File: src/hdl/pefb_pkg.sv
/*
 * Shared constants and carriers for the change-event flag bank: register
 * offsets, bit positions, reset values and the packed status source bundle.
 * Assumes the register access port and the status sources share one clock.
 */
package pefb_pkg;

   // --------------------------------------------------------------------
   // Register offsets
   // --------------------------------------------------------------------
   localparam logic [7:0] STATUS_OFS  = 8'h05;  // Battery and converter status
   localparam logic [7:0] FLAG0_OFS   = 8'h06;  // charger_event_flags
   localparam logic [7:0] FLAG1_OFS   = 8'h07;  // regulator_event_flags
   localparam logic [7:0] FLAG2_OFS   = 8'h08;  // converter_event_flags
   localparam logic [7:0] MASK0_OFS   = 8'h0a;  // Mask for charger_event_flags
   localparam logic [7:0] MASK1_OFS   = 8'h0b;  // Mask for regulator_event_flags
   localparam logic [7:0] MASK2_OFS   = 8'h0c;  // Mask for converter_event_flags

   // --------------------------------------------------------------------
   // Field positions and values
   // --------------------------------------------------------------------
   localparam int         BAT_TGT_BIT   = 6;      // Status: battery at target
   localparam int         BB_FAULT_BIT  = 5;      // Status: converter fault
   localparam int         SYS_LIM_BIT   = 5;      // Companion: system limiting
   localparam logic [7:0] FLAG1_USED    = 8'hbb;  // Bits 6 and 2 do not exist
   localparam logic [7:0] MASK_RST      = 8'h00;  // All flags masked at reset
   localparam logic [7:0] FLAG_RST      = 8'h00;
   localparam int         NUM_BANKS     = 3;

   // --------------------------------------------------------------------
   // Status sources watched for change
   // --------------------------------------------------------------------
   typedef struct packed {
      logic [7:0] companion;              // Converter status byte
      logic       load_switch2_timeout;
      logic       load_switch1_timeout;
      logic       linear_reg1_undervoltage;
      logic       linear_reg2_undervoltage;
      logic       linear_switch_overheat;
      logic       charger_overheat;
      logic       charge_timer_timeout;
      logic       temp_zone_regulation;
      logic       temp_zone_shutdown;
      logic       input_valid;
      logic       input_overvoltage;
      logic       current_limiting;
      logic [2:0] charger_state;
      logic [2:0] thermistor_zone;
   } pefb_src_t;

   localparam int SRC_W = $bits(pefb_src_t);

endpackage

File: src/hdl/pefb_change_det.sv
/*
 * Generic change detector: one pulse per bit whose input differs from the
 * previous cycle. Assumes inputs are already synchronous to clk.
 */
`timescale 1ns/100ps
module pefb_change_det #(
   parameter int WIDTH = 8
) (
   input  wire logic             clk,
   input  wire logic             rst,
   input  wire logic [WIDTH-1:0] src,
   output logic      [WIDTH-1:0] chg
);

   logic [WIDTH-1:0] prev_r;
   logic             primed_r;

   // Previous value; no pulse in the first cycle after reset, since the
   // history is not yet known and a spurious flag would fire
   always_ff @(posedge clk) begin
      prev_r <= src;
   end

   always_ff @(posedge clk) begin
      if (rst) begin
         primed_r <= 1'b0;
      end else begin
         primed_r <= 1'b1;
      end
   end

   assign chg = primed_r ? (src ^ prev_r) : '0;

endmodule

File: src/hdl/pefb_flag_bank.sv
/*
 * Latched change-event flags of the power-management device: three flag
 * registers, their masks, the battery and converter status register and
 * the interrupt output. Assumes a register port driven by the serial host
 * interface, one access per cycle, sources synchronous to clk.
 */
// Summary of operation
// - Status bit 6 reads 1 when battery is at or above target.
// - Battery bit valid only with input present, 01 pair, charger on, no limiting.
// - Status bit 5 reads 1 while the buck-boost converter is faulted.
// - First flag register bit 7 sets on any thermistor zone change.
// - First flag register bit 6 sets on any charger state change.
// - First flag register bit 5 sets on input current limiting change.
// - Bit 2 sets on temperature-zone shutdown change.
// - Bit 1 sets on temperature-zone regulation change.
// - Second register bits 4, 3 set on regulator 2, 1 undervoltage change.
// - Second register bits 1, 0 set on load switch 1, 2 timeout change.
// - Third register bits set on change of matching companion status bit.
// - Mask bit 0 blocks its flag from the interrupt, 1 passes it.
`timescale 1ns/100ps
module pefb_flag_bank (
   input  wire logic               clk,
   input  wire logic               rst,
   input  wire pefb_pkg::pefb_src_t src,
   input  wire logic               battery_at_target,
   input  wire logic               bb_converter_fault,
   input  wire logic               charger_input,
   input  wire logic               charger_enabled,
   input  wire logic [7:0]         reg_addr,
   input  wire logic               reg_wr,
   input  wire logic [7:0]         reg_wdata,
   input  wire logic               reg_rd,
   output logic      [7:0]         reg_rdata,
   output logic                    irq
);

   // ---------------------------------------------------------------------
   // Change detection
   // ---------------------------------------------------------------------
   logic [pefb_pkg::SRC_W-1:0] chg_bits;
   pefb_pkg::pefb_src_t        chg;
   logic [7:0]                 ev [pefb_pkg::NUM_BANKS];
   logic [7:0]                 flag_r [pefb_pkg::NUM_BANKS];
   logic [7:0]                 mask_r [pefb_pkg::NUM_BANKS];
   logic [7:0]                 reg_rdata_r;
   logic                       bat_valid;

   pefb_change_det #(
      .WIDTH (pefb_pkg::SRC_W)
   ) u_det (
      .clk (clk),
      .rst (rst),
      .src (src),
      .chg (chg_bits)
   );

   assign chg = pefb_pkg::pefb_src_t'(chg_bits);

   // Events grouped per flag register; zone and state fields collapse to one flag each, companion bits map one to one
   assign ev[0] = {|chg.thermistor_zone,
                   |chg.charger_state,
                   chg.current_limiting,
                   chg.input_overvoltage,
                   chg.input_valid,
                   chg.temp_zone_shutdown,
                   chg.temp_zone_regulation,
                   chg.charge_timer_timeout};
   assign ev[1] = {chg.charger_overheat, 1'b0, chg.linear_switch_overheat,
                   chg.linear_reg2_undervoltage,
                   chg.linear_reg1_undervoltage, 1'b0,
                   chg.load_switch1_timeout,
                   chg.load_switch2_timeout};
   assign ev[2] = chg.companion;

   // ---------------------------------------------------------------------
   // Address decode
   // ---------------------------------------------------------------------
   function automatic logic hit(input logic [7:0] a, input logic [7:0] ofs);
      hit = (a == ofs);
   endfunction

   function automatic logic [7:0] flag_ofs(input int i);
      flag_ofs = (i == 0) ? pefb_pkg::FLAG0_OFS :
                 (i == 1) ? pefb_pkg::FLAG1_OFS : pefb_pkg::FLAG2_OFS;
   endfunction

   function automatic logic [7:0] mask_ofs(input int i);
      mask_ofs = (i == 0) ? pefb_pkg::MASK0_OFS :
                 (i == 1) ? pefb_pkg::MASK1_OFS : pefb_pkg::MASK2_OFS;
   endfunction

   // ---------------------------------------------------------------------
   // Flags and masks
   // ---------------------------------------------------------------------
   // Write 1 clears; a new event in the clearing cycle wins so none is lost
   generate
      for (genvar i = 0; i < pefb_pkg::NUM_BANKS; i++) begin : g_bank
         logic [7:0] clr;
         logic [7:0] used;
         assign used = (i == 1) ? pefb_pkg::FLAG1_USED : 8'hff;
         assign clr  = (reg_wr && hit(reg_addr, flag_ofs(i))) ? reg_wdata : 8'h00;

         always_ff @(posedge clk) begin
            if (rst) begin
               flag_r[i] <= pefb_pkg::FLAG_RST;
            end else begin
               flag_r[i] <= ((flag_r[i] & ~clr) | ev[i]) & used;
            end
         end

         always_ff @(posedge clk) begin
            if (rst) begin
               mask_r[i] <= pefb_pkg::MASK_RST;
            end else if (reg_wr && hit(reg_addr, mask_ofs(i))) begin
               mask_r[i] <= reg_wdata;
            end
         end
      end
   endgenerate

   // ---------------------------------------------------------------------
   // Status, read data and interrupt
   // ---------------------------------------------------------------------
   // Battery bit is meaningless off-charge, so it reads 0 unless qualified
   assign bat_valid = charger_input && !src.input_overvoltage && src.input_valid
                      && charger_enabled
                      && !src.companion[pefb_pkg::SYS_LIM_BIT];

   always_ff @(posedge clk) begin
      if (rst) begin
         reg_rdata_r <= 8'h00;
      end else if (reg_rd) begin
         reg_rdata_r <= 8'h00;  // Unmapped offsets read zero
         if (hit(reg_addr, pefb_pkg::STATUS_OFS)) begin
            reg_rdata_r[pefb_pkg::BAT_TGT_BIT]  <= battery_at_target && bat_valid;
            reg_rdata_r[pefb_pkg::BB_FAULT_BIT] <= bb_converter_fault;
         end
         for (int i = 0; i < pefb_pkg::NUM_BANKS; i++) begin
            if (hit(reg_addr, flag_ofs(i))) begin
               reg_rdata_r <= flag_r[i];
            end
            if (hit(reg_addr, mask_ofs(i))) begin
               reg_rdata_r <= mask_r[i];
            end
         end
      end
   end

   assign reg_rdata = reg_rdata_r;

   // Level output, an OR of flops, so it follows a clear by one cycle
   assign irq = |(flag_r[0] & mask_r[0]) | |(flag_r[1] & mask_r[1])
                | |(flag_r[2] & mask_r[2]);

   // ---------------------------------------------------------------------
   // Checks
   // ---------------------------------------------------------------------
   // live_r follows the change detector's arming, so no check expects a flag
   // from the history that is captured in the first cycle after reset
   logic live_r;

   always_ff @(posedge clk) begin
      live_r <= !rst;
   end
endmodule

File: config.mk
export PLATFORM = sky130hd
export DESIGN_NAME = pefb_flag_bank
export DESIGN_NICKNAME = d
export VERILOG_FILES = /design/src/hdl/pefb_pkg.sv /design/src/hdl/pefb_change_det.sv /design/src/hdl/pefb_flag_bank.sv
export SDC_FILE = /design/constraint.sdc
export NUM_CORES = 1
export LEC_CHECK = 0
export BUFFER_PORTS_ARGS = -buffer_cell sky130_fd_sc_hd__buf_2
export CAP_MARGIN = 20
export CORE_ASPECT_RATIO = 0.75
export CORE_MARGIN = 2
export CORE_UTILIZATION = 45
export DETAILED_ROUTE_END_ITERATION = 6
export PLACE_DENSITY_LB_ADDON = 0.1
export SYNTH_ARGS = -nofsm -noshare
export SYNTH_HDL_FRONTEND = slang
export SYNTH_SLANG_ARGS = --single-unit
File: constraint.sdc
create_clock -name clk -period 3.6 [get_ports clk]
set_input_delay 0.72 -clock clk [delete_from_list [all_inputs] [get_ports clk]]
set_output_delay 0.72 -clock clk [all_outputs]
set_load 0.02 [all_outputs]
After elaboration in Yosys (flattened, before gate mapping)

Memory sizes are Yosys's and may differ from the RTL's.
Index checks and enable logic that the tools add are counted.

Register bits after elaboration: 35
Bits in writable memories: 48
Bits of input ports: 50
Output and inout bits: 9
Word-level logic and storage cells: 80
Memories: 2

Eq/ne operators: 7
Mux-type cells: 29
Bitwise gates (word level): 21
Reductions and logical operators: 18

Memory list:

| memory | depth | bits a word | read ports | clocked after memory_dff | wr ports | line                 | source |
|---|---|---|---|---|---|---|---|
| flag_r | 3     | 8           | 3          | 0                        | 3        | pefb_flag_bank.sv:43 | `logic [7:0] flag_r [pefb_pkg::NUM_BANKS];` |
| mask_r | 3     | 8           | 3          | 0                        | 3        | pefb_flag_bank.sv:44 | `logic [7:0] mask_r [pefb_pkg::NUM_BANKS];` |

Operators by type and width:

| cell                 | number |
|---|---|
| $mux W8              | 15 |
| $and A8 B8 Y8        | 6 |
| $eq A8 B4 Y1 const B | 4 |
| $mux W26             | 1 |
| $xor A26 B26 Y26     | 1 |
| $eq A8 B3 Y1 const B | 3 |
| $not A8 Y8           | 3 |
| $or A8 B8 Y8         | 3 |
| $reduce_or A8 Y1     | 3 |
| $mux W1              | 12 |
| $logic_and A1 B1 Y1  | 11 |
| $or A1 B1 Y1         | 8 |
| $reduce_or A3 Y1     | 2 |
| $logic_not A1 Y1     | 2 |
| $mux W2              | 1 |

Depth between registers and ports, before layout

Depth in word-level cells: 13
Mapped depth: 7

Hierarchy

From an unflattened synthesis, not the netlist that was laid out.

Cells, all modules: 380
Area, all modules: 3,839.9 um^2

By module, submodules not included:

| module          | instances | cells an instance | area an instance (um^2) |
|---|---|---|---|
| pefb_flag_bank  | 1         | 298               | 2,857.7 |
| pefb_change_det | 1         | 82                | 982.2 |

Worst setup path before layout

OpenSTA, ideal clock, no wires.

Kind: input -> register
Start: input reg_addr[7]
End: memory mask_r[1][0], enable pin
Data arrival time: 2.233 ns
Slack: 0.983 ns
Cell stages on the path: 4
Buffers on the path: 0
Cell sequence: or4_4 nor2_8 nand2_1 o21ai_0

RTL lines:

| what            | line                 | source |
|---|---|---|
| start, declared | pefb_flag_bank.sv:29 | `input wire logic [7:0] reg_addr,` |
| end, declared   | pefb_flag_bank.sv:44 |  |

==> PnR_summary.wiki <==
{| class="wikitable"
! Metric !! Value
|-
| Result of the run || complete, no violations
|-
| Sequential element share of the synthesized area || 0.529
|-
| Leakage power figure || between 1.5 and 2 nW
|-
| Clock input transition at the sequential cells of the worst setup and hold paths || around 0.09 ns
|-
| Kind of capture point of the worst setup path || output port
|-
| Post-layout instance count excluding filler cells || ~500
|-
| Max Slew Vio Count || 0
|-
| Height of the die || between 80 and 90 um
|-
| Number of I/O pins || ~60
|-
| Total standard cell area after synthesis || 3520 um^2
|-
| Period utilisation layout || 0.719
|-
| Transition at the pin with the smallest max-transition slack || 0.836 ns
|-
| Post-synthesis register bit count || between 80 and 90
|-
| Sum of net half-perimeters after detailed placement || around 6.7 mm
|-
| Launch instance of the worst min-delay path || src[0]
|-
| Antenna violations before repair || 0
|-
| Worst hold slack || 0.481 ns
|-
| Port Buffers || 58
|-
| Cell chosen for the clock root || sky130_fd_sc_hd__clkbuf_8
|-
| Pin count of the biggest net entering global routing || 33
|-
| Routed vias || ~2800
|-
| Origin of the worst setup path || mask_r[1][4]$_SDFFCE_PN0P_
|-
| Residual antenna-violating net count after detailed routing || 0
|-
| Setup Skew || roughly 0.0066 ns
|-
| Buffer count from post-CTS setup fixing || 0
|-
| Number of H-tree branching levels || 3
|-
| Number of distinct library cell variants in the gate-level netlist after synthesis || between 40 and 50
|-
| Arrival time reported for the critical path endpoint || between 1.5 and 2 ns
|-
| Ordered list of cells on the worst path || a22o_1, a221oi_1, nand3_1, nor2_1, nand4_1, buf_2
|-
| CTS-repair resized insts || 0
|-
| Layout net count || 450
|-
| Via-to-Cell Ratio || about 5.6
|-
| GRT overflow || 0
|-
| Core Region || roughly 7500 um^2
|-
| Area grow syn2layout || 16.5%
|-
| Clock tree from TritonCTS || built
|-
| Number of buffers created by CTS || 9
|-
| Yosys warning total || 0
|-
| Hold-fix buffers at CTS || 0
|-
| Main flop type after synthesis || sky130_fd_sc_hd__dfxtp_1
|-
| Tot GR Track Use || 0.224
|-
| Via count of the first global-routing pass || roughly 2600
|-
| Highest Clock Rate || ~390 MHz
|-
| Post-synthesis net count || 392
|-
| Fraction of final layout cells with drive strength greater than 1 || 0.227
|-
| Clock tree sinks || 81
|-
| Width of the chip || around 110 um
|-
| Detailed-route wire length per cell || around 18 um
|-
| Detailed Route Iter0 Violations || 253
|-
| Number of flops mapped to enable cells by yosys || 24
|-
| Final antenna diode count || 0
|-
| Placed Instances || 490
|-
| Mapped Cells || 342
|-
| Max-cap check violation count || 0
|-
| Worst slew slack as a fraction of its limit || 0.442
|-
| Data required time of the worst path || 2.88 ns
|-
| Maximum fanout along the worst path || 2
|-
| Power density of the placed cells || approximately 460 nW/um^2
|-
| Average cell area after synthesis || a little over 10 um^2
|-
| VDD IR-drop max || around 0.29 mV
|-
| Minimum clock period after layout || about 2.6 ns
|-
| Die ar. || 8550 um^2
|-
| Proportion of synthesized flip-flops having asynchronous set or reset || 0
|-
| Worst flop-to-flop path startpoint || mask_r[1][5]$_SDFFCE_PN0P_
|-
| Setup Crit Path Kind || flip-flop to output port
|-
| Maximum single-stage delay on the critical path || approximately 0.45 ns
|-
| Standard cell with the maximum stage delay on the critical path || sky130_fd_sc_hd__edfxtp_1
|-
| Final hold violation count || 0
|-
| Kind of launch point of the worst setup path || flip-flop
|-
| Source-to-sink clock delay at the later pin of the worst-skew pair || 0.36 ns
|-
| Number of rows created at floorplan || 27
|-
| Maximum number of buffers from clock root to sink || 2
|-
| Final setup vio count || 0
|-
| Setup TNS || 0 ns
|-
| Global-route wire length before repair || between 10 and 15 mm
|-
| DRC viols || 0
|-
| Number of optimization iterations in the first detailed-route pass || 4
|-
| Unrepaired setup endpoints after global routing || no
|-
| Gp weighted congestion || ~0.93
|-
| Path class of the lowest-slack min-delay path || primary input to flip-flop
|-
| Initial Util || 0.471
|-
| Drt total wl || a little over 9 mm
|}
## per-stage QoR
stage                     utilization  setup WS [ns]  instance area [um^2]  power, W
final                           0.549           1.01                  4100   0.00191
after global routing            0.549          0.883                  4100   0.00198
after CTS                       0.549          0.989                  4100   0.00192
after detailed placement        0.521           1.09                  3890   0.00123
after global placement          0.521           1.10                  3890   0.00123
after floorplan                     -          0.983                  3520   0.00114
## metal layers
metal	GRT usage	wire length (um)	vias to the layer above
li1	-	-	1361
met1	0.331	4540	1330
met2	0.324	3760	126
met3	0.0519	698	12
met4	0.0658	80	0
met5	0	0	-
## worst max-delay path: cells and delay by family, from the launching register on
family          cells  cell delay [ns]
compound gates      2             0.49
buf+inv             1             0.18
flops               1             0.45
simple gates        3             0.39
## synth_stat cells, types with 6 or more instances
library cell                n  share of area
sky130_fd_sc_hd__a21oi_1   16          0.023
sky130_fd_sc_hd__a22oi_1   34          0.073
sky130_fd_sc_hd__and2_1    24          0.043
sky130_fd_sc_hd__and3_1     7          0.012
sky130_fd_sc_hd__clkbuf_1   8         0.0085
sky130_fd_sc_hd__dfxtp_1   57           0.32
sky130_fd_sc_hd__edfxtp_1  24           0.20
sky130_fd_sc_hd__mux2_2     6          0.019
sky130_fd_sc_hd__nand2_1   30          0.032
sky130_fd_sc_hd__nand3_1    8          0.011
sky130_fd_sc_hd__nor2_1    30          0.032
sky130_fd_sc_hd__o21ai_0   12          0.017
sky130_fd_sc_hd__xnor2_1    6          0.015
sky130_fd_sc_hd__xor2_1    20          0.050
## cells in the final DEF (no fill, tap or decap), drive strengths merged, types with 2 or more instances in the layout
cell type,instances
a2111oi,2
a21oi,16
a221oi,2
a22o,4
a22oi,34
a31oi,2
and2,26
and3,7
and4,4
buf,60
clkbuf,11
clkinv,2
dfxtp,57
edfxtp,24
inv,7
mux2,6
nand2,31
nand3,8
nand4,2
nor2,31
nor2b,3
nor4,2
o211ai,2
o21ai,12
o22a,3
o22ai,5
o32ai,2
or2,3
xnor2,6
xor2,20
## cells by family after synthesis
logic type      after synthesis  synth area share
xor+xnor                     26            0.0647
buf+inv                      18            0.0238
flops                        81             0.529
compound gates               89             0.174
simple gates                122             0.189
mux                           6            0.0192
## power breakdown
part           switching, W  internal, W  total (W)
registers         0.0000480     0.000989    0.00104
logic             0.0000987    0.0000814   0.000180
clock network      0.000348     0.000342   0.000690
total              0.000495      0.00141    0.00191
## sequential cells by signal, summed over array words and instances (netlist names)
| signal | cells |
|---|---|
| u_det.prev_r | 26 |
| mask_r | 24 |
| flag_r | 22 |
| u_det.primed_r | 1 |
| reg_rdata | 8 |
## worst paths after layout
check	to	slack [ns]	cells after the start
setup reg to reg	reg_rdata[5]$_SDFFE_PP0P_	2.07	5
setup / recovery	irq	1.01	6
hold / removal	u_det.prev_r[0]$_DFF_P_	0.48	1
hold reg to reg	reg_rdata[5]$_SDFFE_PP0P_	0.51	2
## final cells by class
class | count | area (um^2)
fillers | 697 | 3360
flip-flops and latches | 81 | 1860
multi-input cells | 243 | 1570
repair buffers | 60 | 305
clock buffers | 11 | 174
well taps | 101 | 126
clock inverters | 5 | 41.3
inverters | 5 | 18.8
(Power assumes the default switching activity.)
